File: config.mk
export PLATFORM = sky130hd
export DESIGN_NAME = uart_interrupt_identification
export DESIGN_NICKNAME = d
export VERILOG_FILES = /design/src/design/iid_pkg.sv /design/src/design/uart_interrupt_identification.sv /design/src/design/char_timeout.sv
export SDC_FILE = /design/constraint.sdc
export NUM_CORES = 1
export LEC_CHECK = 0
export BUFFER_PORTS_ARGS = -buffer_cell sky130_fd_sc_hd__buf_2
export CORE_MARGIN = 5
export CORE_UTILIZATION = 40
export CTS_CLUSTER_DIAMETER = 60
export DETAILED_ROUTE_END_ITERATION = 10
export PLACE_DENSITY_LB_ADDON = 0.05
export SLEW_MARGIN = 20
export SYNTH_ARGS = -nofsm -noshare
export SYNTH_HDL_FRONTEND = slang
export SYNTH_SLANG_ARGS = --single-unit
File: constraint.sdc
create_clock -name CLOCK -period 3.8 [get_ports CLOCK]
set_input_delay 0.95 -clock CLOCK [delete_from_list [all_inputs] [get_ports CLOCK]]
set_output_delay 0.95 -clock CLOCK [all_outputs]
set_load 0.05 [all_outputs]
File: src/design/iid_pkg.sv
// ****************************************************************
// constants and carriers for the identification block
// ****************************************************************
package iid_pkg;

   // ****************************************************************
   // register map, byte addresses
   // ****************************************************************
   localparam logic [31:0] ADDR_IDENT = 32'he0010008;  // identification, read only
   localparam logic [31:0] ADDR_CTRL = 32'he0010100;   // enables and line setup
   localparam logic [31:0] ADDR_ABCLR = 32'he0010104;  // auto-baud clear, write only

   // ****************************************************************
   // identification field codes
   // ****************************************************************
   localparam logic [2:0] CODE_RLS = 3'h3;   // receive line error
   localparam logic [2:0] CODE_RDA = 3'h2;   // receive data available
   localparam logic [2:0] CODE_CTI = 3'h6;   // character timeout
   localparam logic [2:0] CODE_TRANSMIT_EMPTY_SOURCE = 3'h1;  // transmit holding empty
   localparam logic [2:0] CODE_MODEM = 3'h0; // modem status / none

   // ****************************************************************
   // identification register bit positions
   // ****************************************************************
   localparam int ID_PEND_BIT = 0;   // active-low pending flag
   localparam int ID_CODE_LSB = 1;   // code field 3:1
   localparam int ID_FIFO_LO = 6;    // fifo enable copy
   localparam int ID_FIFO_HI = 7;    // fifo enable copy
   localparam int ID_ABDONE_BIT = 8; // auto-baud done
   localparam int ID_ABTO_BIT = 9;   // auto-baud timeout

   // ****************************************************************
   // reset values
   // ****************************************************************
   localparam logic [31:0] RST_DATA = 32'h00000000;

   // ****************************************************************
   // receive trigger levels, in characters
   // ****************************************************************
   localparam logic [4:0] TRIG_L0 = 5'h01;
   localparam logic [4:0] TRIG_L1 = 5'h04;
   localparam logic [4:0] TRIG_L2 = 5'h08;
   localparam logic [4:0] TRIG_L3 = 5'h0e;

   // ****************************************************************
   // timing figures, in baud clock ticks
   // ****************************************************************
   localparam logic [11:0] CTI_MUL = 12'h007;   // word length factor
   localparam logic [11:0] CTI_SUB = 12'h002;   // subtracted bits
   localparam logic [11:0] CTI_SCALE = 12'h008; // ticks per unit
   localparam logic [11:0] CTI_ADD = 12'h001;   // final offset
   localparam logic [11:0] TICKS_PER_BIT = 12'h010; // oversampling ratio
   localparam logic [3:0] WORD_BASE = 4'h5;     // bits for length code 00
   localparam logic [4:0] TWO_CHARS = 5'h02;    // fill level arming no delay

   // ****************************************************************
   // carriers
   // ****************************************************************
   typedef struct packed {
      logic dcd;  // carrier detect
      logic ri;   // ring indicator
      logic dsr;  // data set ready
      logic cts;  // clear to send
   } modem_t;

   typedef struct packed {
      logic [1:0] word_len;   // 00=5 .. 11=8 bits
      logic parity_en;        // parity bit present
      logic [1:0] rx_trig;    // receive trigger select
      logic fifo_en;          // fifo enable
      logic ab_to_en;         // auto-baud timeout enable
      logic ab_done_en;       // auto-baud done enable
      logic modem_en;         // modem source enable
      logic rls_en;           // line error source enable
      logic transmit_empty_source_en;          // transmit empty enable
      logic rda_en;           // receive data / timeout enable
   } ctrl_t;

   localparam int CTRL_W = $bits(ctrl_t);
   localparam logic [CTRL_W-1:0] RST_CTRL = 12'h000;

endpackage

File: src/design/uart_interrupt_identification.sv
`timescale 1ns/100ps
`default_nettype none
module uart_interrupt_identification
   import iid_pkg::*;
#(
   parameter int CNT_W = 5
) (
   // clock and reset
   input wire logic CLOCK,
   input wire logic RESET,
   // apb slave
   input wire logic PSEL,
   input wire logic PENABLE,
   input wire logic PWRITE,
   input wire logic [31:0] PADDR,
   input wire logic [31:0] PWDATA,
   output logic [31:0] PRDATA,
   output logic PREADY,
   output logic PSLVERR,
   // receive path events
   input wire logic RX_ERROR,
   input wire logic LINE_STATUS_READ,
   input wire logic [CNT_W-1:0] RX_LEVEL,
   input wire logic RX_FIFO_ACTIVITY,
   input wire logic BAUD_TICK,
   // transmit path events
   input wire logic [CNT_W-1:0] TX_LEVEL,
   input wire logic THR_WRITE,
   // modem inputs and status read
   input wire modem_t MODEM_IN,
   input wire logic MODEM_STATUS_READ,
   // auto-baud events
   input wire logic AB_DONE,
   input wire logic AB_TIMEOUT,
   // configuration seen by the rest of the port
   output ctrl_t CTRL
);

   // ****************************************************************
   // declarations
   // ****************************************************************
   typedef enum logic [2:0] {
      TX_IDLE = 3'h1,   // waiting for the fifo to empty
      TX_DELAY = 3'h2,  // start-up delay running
      TX_DONE = 3'h4    // empty event handled
   } tx_state_t;

   tx_state_t tx_state_ff;        // transmit empty sequencer
   tx_state_t nxt_tx_state;       // its next value
   logic [11:0] delay_ff;         // start-up delay counter
   logic [11:0] delay_len;        // one character minus stop bit
   logic two_seen_ff;             // fifo held two at once
   logic rls_ff;                  // line error pending
   logic transmit_empty_source_ff;                 // transmit empty pending
   logic modem_ff;                // modem status pending
   logic ab_done_ff;              // auto-baud done latched
   logic ab_to_ff;                // auto-baud timeout latched
   modem_t modem_prev_ff;         // modem inputs one cycle back
   logic modem_event;             // any qualifying modem change
   logic receive_data_available_source;                     // receive level at trigger
   logic character_timeout_source;                     // character timeout expired
   logic [CNT_W-1:0] trig_level;  // selected trigger
   logic [3:0] word_bits;         // data bits per character
   logic transmit_empty_source_set;                // transmit empty raised now
   logic [2:0] code;              // highest pending code
   logic pend_n;                  // active-low pending
   logic [31:0] ident;            // live identification word
   logic [2:0] snap_code_ff;      // code shown by current read
   logic snap_pend_n_ff;          // pending flag shown by read
   logic setup;                   // apb setup cycle
   logic done;                    // apb transfer completes
   logic ident_read;              // identification read completes
   logic ctrl_write;              // control register write
   logic abclr_write;             // auto-baud clear write

   // ****************************************************************
   // apb phases
   // ****************************************************************
   assign setup = PSEL && !PENABLE;
   assign done = PSEL && PENABLE && PREADY;
   assign ident_read = done && !PWRITE && PADDR == ADDR_IDENT;
   assign ctrl_write = done && PWRITE && PADDR == ADDR_CTRL;
   assign abclr_write = done && PWRITE && PADDR == ADDR_ABCLR;

   // ready one cycle into the access phase
   always_ff @(posedge CLOCK or posedge RESET) begin
      if (RESET) begin
         PREADY <= 1'b0;
      end else begin
         PREADY <= PSEL && PENABLE && !PREADY;
      end
   end

   // read data and error captured at setup, frozen for the access
   always_ff @(posedge CLOCK or posedge RESET) begin
      if (RESET) begin
         PRDATA <= RST_DATA;
         PSLVERR <= 1'b0;
         snap_code_ff <= CODE_MODEM;
         snap_pend_n_ff <= 1'b1;
      end else if (setup) begin
         PSLVERR <= 1'b0;
         PRDATA <= RST_DATA;
         case (PADDR)
            ADDR_IDENT: begin
               if (PWRITE) begin
                  PSLVERR <= 1'b1; // read-only word
               end else begin
                  PRDATA <= ident;
                  snap_code_ff <= code;
                  snap_pend_n_ff <= pend_n;
               end
            end
            ADDR_CTRL: begin
               PRDATA <= 32'(CTRL);
            end
            ADDR_ABCLR: begin
               PSLVERR <= !PWRITE; // write-only word
            end
            default: begin
               PSLVERR <= 1'b1; // unmapped
            end
         endcase
      end
   end

   // control register
   always_ff @(posedge CLOCK or posedge RESET) begin
      if (RESET) begin
         CTRL <= ctrl_t'(RST_CTRL);
      end else if (ctrl_write) begin
         CTRL <= ctrl_t'(PWDATA[CTRL_W-1:0]);
      end
   end

   // ****************************************************************
   // receive sources
   // ****************************************************************
   // trigger level select
   always_comb begin
      case (CTRL.rx_trig)
         2'h0: trig_level = CNT_W'(TRIG_L0);
         2'h1: trig_level = CNT_W'(TRIG_L1);
         2'h2: trig_level = CNT_W'(TRIG_L2);
         2'h3: trig_level = CNT_W'(TRIG_L3);
         default: trig_level = CNT_W'(TRIG_L0);
      endcase
   end

   assign word_bits = 4'(WORD_BASE + 4'(CTRL.word_len));
   assign receive_data_available_source = RX_LEVEL >= trig_level;

   // idle timer for the receive fifo
   char_timeout #(
      .CNT_W(CNT_W)
   ) u_cti (
      .clock(CLOCK),
      .reset(RESET),
      .tick(BAUD_TICK),
      .activity(RX_FIFO_ACTIVITY),
      .level(RX_LEVEL),
      .trig(trig_level),
      .word_bits(word_bits),
      .expired(character_timeout_source)
   );

   // line error flag, set wins over the clearing read
   always_ff @(posedge CLOCK or posedge RESET) begin
      if (RESET) begin
         rls_ff <= 1'b0;
      end else if (RX_ERROR) begin
         rls_ff <= 1'b1;
      end else if (LINE_STATUS_READ) begin
         rls_ff <= 1'b0;
      end
   end

   // ****************************************************************
   // transmit empty source
   // ****************************************************************
   assign delay_len = 12'((12'h001 + 12'(word_bits) + 12'(CTRL.parity_en)) * TICKS_PER_BIT);

   // remembers a fill of two or more since the last empty event
   always_ff @(posedge CLOCK or posedge RESET) begin
      if (RESET) begin
         two_seen_ff <= 1'b0;
      end else if (TX_LEVEL >= CNT_W'(TWO_CHARS)) begin
         two_seen_ff <= 1'b1;
      end else if (tx_state_ff == TX_DONE) begin
         two_seen_ff <= 1'b0;
      end
   end

   // empty sequencer next state
   always_comb begin
      nxt_tx_state = tx_state_ff;
      transmit_empty_source_set = 1'b0;
      case (tx_state_ff)
         TX_IDLE: begin
            if (TX_LEVEL == '0) begin
               if (two_seen_ff) begin
                  transmit_empty_source_set = 1'b1;
                  nxt_tx_state = TX_DONE;
               end else begin
                  nxt_tx_state = TX_DELAY;
               end
            end
         end
         TX_DELAY: begin
            if (TX_LEVEL != '0) begin
               nxt_tx_state = TX_IDLE; // refilled during the delay
            end else if (BAUD_TICK && 12'(delay_ff + 12'h001) >= delay_len) begin
               transmit_empty_source_set = 1'b1;
               nxt_tx_state = TX_DONE;
            end
         end
         TX_DONE: begin
            if (TX_LEVEL != '0) begin
               nxt_tx_state = TX_IDLE;
            end
         end
         default: begin
            nxt_tx_state = TX_IDLE;
         end
      endcase
   end

   // empty sequencer state
   always_ff @(posedge CLOCK or posedge RESET) begin
      if (RESET) begin
         tx_state_ff <= TX_IDLE;
      end else begin
         tx_state_ff <= nxt_tx_state;
      end
   end

   // start-up delay counter
   always_ff @(posedge CLOCK or posedge RESET) begin
      if (RESET) begin
         delay_ff <= 12'h000;
      end else if (tx_state_ff != TX_DELAY) begin
         delay_ff <= 12'h000;
      end else if (BAUD_TICK) begin
         delay_ff <= 12'(delay_ff + 12'h001);
      end
   end

   // transmit empty flag, set wins
   always_ff @(posedge CLOCK or posedge RESET) begin
      if (RESET) begin
         transmit_empty_source_ff <= 1'b0;
      end else if (transmit_empty_source_set) begin
         transmit_empty_source_ff <= 1'b1;
      end else if (THR_WRITE) begin
         transmit_empty_source_ff <= 1'b0;
      end else if (ident_read && !snap_pend_n_ff && snap_code_ff == CODE_TRANSMIT_EMPTY_SOURCE) begin
         transmit_empty_source_ff <= 1'b0;
      end
   end

   // ****************************************************************
   // modem source
   // ****************************************************************
   always_ff @(posedge CLOCK or posedge RESET) begin
      if (RESET) begin
         modem_prev_ff <= modem_t'(4'h0);
      end else begin
         modem_prev_ff <= MODEM_IN;
      end
   end

   assign modem_event = (MODEM_IN.dcd != modem_prev_ff.dcd)
                     || (MODEM_IN.dsr != modem_prev_ff.dsr)
                     || (MODEM_IN.cts != modem_prev_ff.cts)
                     || (MODEM_IN.ri && !modem_prev_ff.ri);

   // modem flag, set wins
   always_ff @(posedge CLOCK or posedge RESET) begin
      if (RESET) begin
         modem_ff <= 1'b0;
      end else if (modem_event) begin
         modem_ff <= 1'b1;
      end else if (MODEM_STATUS_READ) begin
         modem_ff <= 1'b0;
      end
   end

   // ****************************************************************
   // auto-baud events
   // ****************************************************************
   always_ff @(posedge CLOCK or posedge RESET) begin
      if (RESET) begin
         ab_done_ff <= 1'b0;
         ab_to_ff <= 1'b0;
      end else begin
         if (AB_DONE) begin
            ab_done_ff <= 1'b1;
         end else if (abclr_write && PWDATA[ID_ABDONE_BIT]) begin
            ab_done_ff <= 1'b0;
         end
         if (AB_TIMEOUT) begin
            ab_to_ff <= 1'b1;
         end else if (abclr_write && PWDATA[ID_ABTO_BIT]) begin
            ab_to_ff <= 1'b0;
         end
      end
   end

   // ****************************************************************
   // priority encoder and identification word
   // ****************************************************************
   always_comb begin
      pend_n = 1'b0;
      if (rls_ff && CTRL.rls_en) begin
         code = CODE_RLS;
      end else if (receive_data_available_source && CTRL.rda_en) begin
         code = CODE_RDA;
      end else if (character_timeout_source && CTRL.rda_en) begin
         code = CODE_CTI;
      end else if (transmit_empty_source_ff && CTRL.transmit_empty_source_en) begin
         code = CODE_TRANSMIT_EMPTY_SOURCE;
      end else if (modem_ff && CTRL.modem_en) begin
         code = CODE_MODEM;
      end else begin
         code = CODE_MODEM;
         pend_n = 1'b1;
      end
   end

   // only listed codes reach the field
   always_comb begin
      ident = RST_DATA;
      ident[ID_PEND_BIT] = pend_n;
      ident[ID_CODE_LSB +: 3] = code;
      ident[ID_FIFO_LO] = CTRL.fifo_en;
      ident[ID_FIFO_HI] = CTRL.fifo_en;
      ident[ID_ABDONE_BIT] = ab_done_ff && CTRL.ab_done_en;
      ident[ID_ABTO_BIT] = ab_to_ff && CTRL.ab_to_en;
   end

endmodule // uart_interrupt_identification
`default_nettype wire

File: src/design/char_timeout.sv
`timescale 1ns/100ps
`default_nettype none
// ****************************************************************
// character timeout timer, counts baud ticks of receive idleness
// ****************************************************************
module char_timeout
   import iid_pkg::*;
#(
   parameter int CNT_W = 5
) (
   // clock and reset
   input wire logic clock,
   input wire logic reset,
   // receive side
   input wire logic tick,
   input wire logic activity,
   input wire logic [CNT_W-1:0] level,
   input wire logic [CNT_W-1:0] trig,
   input wire logic [3:0] word_bits,
   // result
   output logic expired
);

   logic [11:0] count_ff;  // ticks since last activity
   logic [11:0] limit;     // interval for the present fill
   logic [11:0] gap;       // trigger minus characters, clamped

   // interval from word length and fill level
   always_comb begin
      gap = (trig > level) ? 12'(trig - level) : 12'h000;
      limit = 12'((12'(word_bits) * CTI_MUL - CTI_SUB) * CTI_SCALE)
            + 12'(gap * CTI_SCALE + CTI_ADD);
   end

   // idle counter, restarted by any fifo activity
   always_ff @(posedge clock or posedge reset) begin
      if (reset) begin
         count_ff <= 12'h000;
         expired <= 1'b0;
      end else if (activity || level == '0) begin
         count_ff <= 12'h000;
         expired <= 1'b0;
      end else if (tick && !expired) begin
         count_ff <= 12'(count_ff + 12'h001);
         if (12'(count_ff + 12'h001) >= limit) begin
            expired <= 1'b1;
         end
      end
   end

endmodule // char_timeout
`default_nettype wire

## Word-level counts from Yosys, hierarchy flattened

Index checks and enable logic that the tools add are counted.

- Register bits: 88
- Output and inout bits: 46

- Eq/ne operators: 17
- Bitwise operators: 1
- $lt $le $gt $ge: 5
- $mul: 1
- Mux-type cells: 46
- Add/subtract/negate cells: 9
- Reductions and logical operators: 49

Operator list:

| cell | number |
|---|---|
| == test 32 bit (second input constant) | 3 |
| 2-to-1 mux 12 bit | 4 |
| adder 12 x 1 -> 12 bit (second input constant) | 3 |
| 2-to-1 mux 1 bit | 27 |
| 2-to-1 mux 3 bit | 8 |
| case mux 12 bit (2 select lines) | 1 |
| logical AND 1 bit | 23 |
| case mux 5 bit (4 select lines) | 1 |
| nonzero test 2 bit | 8 |
| adder 12 bit | 1 |
| >= comparator 12 x 10 -> 1 bit | 1 |
| >= comparator 12 bit | 1 |
| zero test 5 bit | 2 |
| 2-to-1 mux 10 bit | 1 |
| 2-to-1 mux 9 bit | 1 |
| case mux 3 bit (3 select lines) | 1 |
| subtractor 7 x 2 -> 8 bit (second input constant) | 1 |
| multiplier 4 x 3 -> 7 bit (second input constant) | 1 |
| adder 5 x 1 -> 6 bit | 1 |
| == test 3 x 1 -> 1 bit (second input constant) | 2 |
| zero test 1 bit | 6 |
| AND reduction 3 bit | 2 |
| subtractor 5 x 5 -> 6 bit | 1 |
| adder 1 x 4 -> 5 bit (first input constant) | 1 |
| other kinds (21) | 27 |

## Longest topological paths before layout

- Word-level depth: 10
- Mapped depth: 19

## Modules after synthesis

From an unflattened synthesis, not the netlist that was laid out.

- Cells, all modules: 533
- Area, all modules: 4966.0 um2

Modules (own cells, without submodules):

| module | area an instance (um2) | times used | seq. area each (um2) | cells each |
|---|---|---|---|---|
| uart_interrupt_identification | 3110.5 | 1 | 1378.8 | 308 |
| char_timeout | 1855.5 | 1 | 325.3 | 225 |

## Worst setup path after synthesis

Ideal clock, no wire load.

- Kind: input port to flip-flop
- From: in RX_LEVEL[2]
- To: reg u_cti.expired
- Path slack: -0.626 ns
- Stages on the path: 18
- Setup time: 0.130 ns
- Arrival time: 4.296 ns
- Path buffers: 0
- Cells stage by stage: inv_1 ha_1 nor2b_1 o21a_1 o21ai_2 nor2_1 ha_1 fa_1 a21o_1 a21oi_1 nor2b_1 or3_1 xnor2_1 ha_1 a21o_1 a21o_1 a211oi_1 a211oi_1

- Word-level cells in the longest chain between the ends: 7
- Elaborated cells on any way between the ends: 12
- Those cells by class: add/sub (3); order compare (2); mux (2); reduce/logical (5)

Ends and longest elaborated chain:

| item | line | RTL |
|---|---|---|
| start, declared | uart_interrupt_identification.sv:23 | `input wire logic [CNT_W-1:0] RX_LEVEL,` |
| subtractor 5 x 5 -> 6 bit or greater-than comparator 5 bit (tied branches) | char_timeout.sv:30 | `gap = (trig > level) ? 12'(trig - level) : 12'h000;` |
| 2-to-1 mux 9 bit | char_timeout.sv:30 |  |
| adder 12 x 1 -> 12 bit | char_timeout.sv:32 | `+ 12'(gap * CTI_SCALE + CTI_ADD);` |
| adder 12 bit | char_timeout.sv:32 |  |
| >= comparator 12 bit | char_timeout.sv:45 | `if (12'(count_ff + 12'h001) >= limit) begin` |
| nonzero test 2 bit (no source line) | -- |  |
| AND reduction 2 bit (no source line) | -- |  |
| end signal, assigned | char_timeout.sv:39 | `expired <= 1'b0;` |
| end signal, assigned | char_timeout.sv:42 | `expired <= 1'b0;` |
| end signal, assigned | char_timeout.sv:46 | `expired <= 1'b1;` |
| end, declared | char_timeout.sv:21 | `output logic expired` |

Parallel ways exist; a longest one is shown, timed or not.
A chain may end at the register's enable or synchronous reset.

## Final worst setup path

Same ends and word-level chain as after synthesis.

==> run metrics <==
outcome=finished, violations left; failing checks=setup timing; R2R Path End=u_cti.expired; Tcrit/Tclk final=1.05; WP data required=4.02 ns; I/O Buffers=96; hold-fix buffers at CTS=0; Sw Ratio=0.268; Slew @ Worst Pin=0.947 ns; Yosys cell types=57; CTS tree=yes; Switching Power=426 uW; Root Driver=clkbuf_8; vias post-DR=3585; Gate power share=0.104; Lkg Pwr=2.79 nW; nets=714; setup TNS=-0.198 ns; antenna-violating nets left=0; Die Width=115 um; Max stage delay on crit path=0.34 ns; Skew-Pair Late Insertion Delay=0.35 ns; RePlAce Congestion=0.826; final setup fails=1; Area Overhead vs Synth=22.9%; Initial Utilization=0.408; setup slack, reg-to-reg=-0.11 ns; Synth Flop Type=dfrtp_1; Crit path max-delay family=compound AO/OA/AOI/OAI gates; FF-to-FF Start=CTRL[8]; Vias per Instance=4.91; Non-Filler Instances=730; I/O Pins=137; vias in the first global route=3627; Max Buffers Root-to-Sink=2; dpl hpwl=7.90 mm; Hold Path End=PREADY; Crit path top cell by count=a21o_1; Hold Path Depth=1; Total GRT Usage=0.163; peak supply drop=238 uV; Netlist Area Pre-Place=4450 um^2; slowest library cell on the worst path=fa_2; flops & latches, synth=68; Worst Setup End Kind=register; Register-to-Register Path Depth=19; initial antenna violation count=0; unrepaired setup endpoints after global routing=true; Critical Path AT=4.22 ns; clock skew=0.00605 ns; placed insts=711; global-route wire length before repair=17.3 mm; row count=38; Pwr per Cell Area=290 nW/um^2; Int Power=1.16 mW; Critical Setup Path Class=in2reg; fmax=0.250 GHz; max-slew violations=0; Core Region=10900 um^2; diodes inserted=0; Synth async-reset ratio=1.00; final worst path period need=4.00 ns; CP Cell Sequence=buf_2 -> inv_2 -> ha_4 -> nor2b_2 -> o21a_1 -> o21ai_4 -> nor2_2 -> ha_2 -> fa_2 -> a21o_1 -> a21oi_2 -> nor2b_1 -> or3_1 -> xnor2_1 -> ha_1 -> a21o_1 -> a21o_1 -> a211oi_2 -> a211oi_2; HP Class=reg2reg; residual DRC count=0; number of enable flip-flop cells after synthesis=0; worst hold start=PREADY; max cap viols=0; sequential-to-total area share from yosys stat=0.383; share of layout cells above drive strength 1=0.297; clk sinks=68; clock power share=0.432; Chip Height=115 um; Flop pwr share=0.463; highest-count cells in the layout ignoring fill and taps=96 x buf_2, 66 x dfrtp_1, 42 x nor2_1; WL final=10.2 mm; critical path peak fanout=5; element type at the critical path start=input pin; Max-slew headroom=0.367; WL/cell=14.0 um; final hold slack=0.458 ns; gr ovfl total=0; final worst slack=-0.198 ns; initial detailed-routing violation count=78; clock-pin slew on the worst setup and hold paths=0.08 ns; largest net degree at the start of global routing=45; total clock buffers created by CTS=9; cell area after layout=5460 um^2; footprint of the multi-input gates=2590 um^2; dpl cell area=5190 um^2; filler cell count=1055; CP bufs+invs=2; DP Worst Slack=-0.639 ns; H-tree depth=3; synth warn=0; Critical Path Stages=19; final hold vios=0; post-synthesis average cell area=9.60 um^2; total die area=13300 um^2; register area=1700 um^2; most common cell after layout, fill and taps aside=buf_2; Synth Instances=463; drt first pass iters=4
## power groups by stage
stage | Clock [mW] | Combinational, mW | Sequential, mW
floorplan | 0 | 0.114 | 0.751
global placement | 0 | 0.161 | 0.750
finish | 0.686 | 0.165 | 0.735
global route | 0.740 | 0.184 | 0.736
CTS | 0.713 | 0.167 | 0.735
detailed placement | 0 | 0.165 | 0.750
## cell type report
cell class / count / share of cell area
sequential: 68 / 0.312
timing repair buffer: 122 / 0.124
clock buffer: 9 / 0.0227
tap: 140 / 0.0321
clock inverter: 7 / 0.0181
multi-input combinational: 359 / 0.474
inverter: 25 / 0.0172
## cell families after synthesis
group,share of synthesized area
mux,0.0436
xor+xnor,0.0926
fa+ha+maj,0.112
compound gates,0.111
flops,0.383
simple gates,0.190
other cells,0.000843
buf+inv,0.0664
## registers in the layout (all words and copies together) (netlist names)
name                      count
tx_state_ff                   3
ab_to_ff                      1
transmit_empty_source_ff      1
u_cti.expired                 1
modem_ff                      1
u_cti.count_ff               12
snap_pend_n_ff                1
rls_ff                        1
PREADY                        1
CTRL                         12
modem_prev_ff                 4
PSLVERR                       1
snap_code_ff                  3
two_seen_ff                   1
ab_done_ff                    1
delay_ff                     12
PRDATA                       12
## cell usage after synthesis, types with 10 or more instances
| master | number | share of area |
|---|---|---|
| dfrtp_1 | 66 | 0.37 |
| nor2_1 | 44 | 0.037 |
| nand2_1 | 39 | 0.033 |
| ha_1 | 35 | 0.098 |
| xor2_1 | 26 | 0.051 |
| inv_1 | 25 | 0.021 |
| xnor2_1 | 21 | 0.041 |
| buf_4 | 20 | 0.034 |
| nand3_1 | 16 | 0.018 |
| a21oi_1 | 12 | 0.014 |
| nand4_1 | 12 | 0.017 |
| nor3_1 | 11 | 0.012 |
| o21ai_0 | 11 | 0.012 |
| a21o_1 | 10 | 0.017 |
| mux2_4 | 10 | 0.034 |
## routing by layer
| layer | up-vias | track usage | share of wire |
|---|---|---|---|
| li1 | 1809 | - | - |
| met1 | 1691 | 0.211 | 0.45 |
| met2 | 77 | 0.275 | 0.49 |
| met3 | 8 | 0.0355 | 0.048 |
| met4 | 0 | 0.0493 | 0.012 |
| met5 | - | 0 | 0 |
## per-stage QoR
step / power, mW / util
final: 1.59 / 0.502
after global routing: 1.66 / 0.502
after CTS: 1.62 / 0.501
after detailed placement: 0.915 / 0.477
after global placement: 0.911 / 0.477
after floorplan: 0.865 / -
## how the worst max path moves through the flow
stage,endpoint,startpoint,slack (ns)
after floorplan,u_cti.expired,RX_LEVEL[0],-0.42
after global placement,u_cti.expired,RX_LEVEL[0],-0.59
after detailed placement,u_cti.expired,RX_LEVEL[0],-0.64
after CTS,u_cti.expired,RX_LEVEL[2],-0.17
after global routing,u_cti.expired,RX_LEVEL[2],-0.33
final,u_cti.expired,RX_LEVEL[2],-0.20
## repair_timing
item,CTS,global route
gates resized for setup,2,6
endpoints found under the setup margin,1,1
cloned,0,0
hold endpoints to repair,0,0
buffers inserted,3,0
pin swaps,5,0
(Power assumes the default switching activity.)
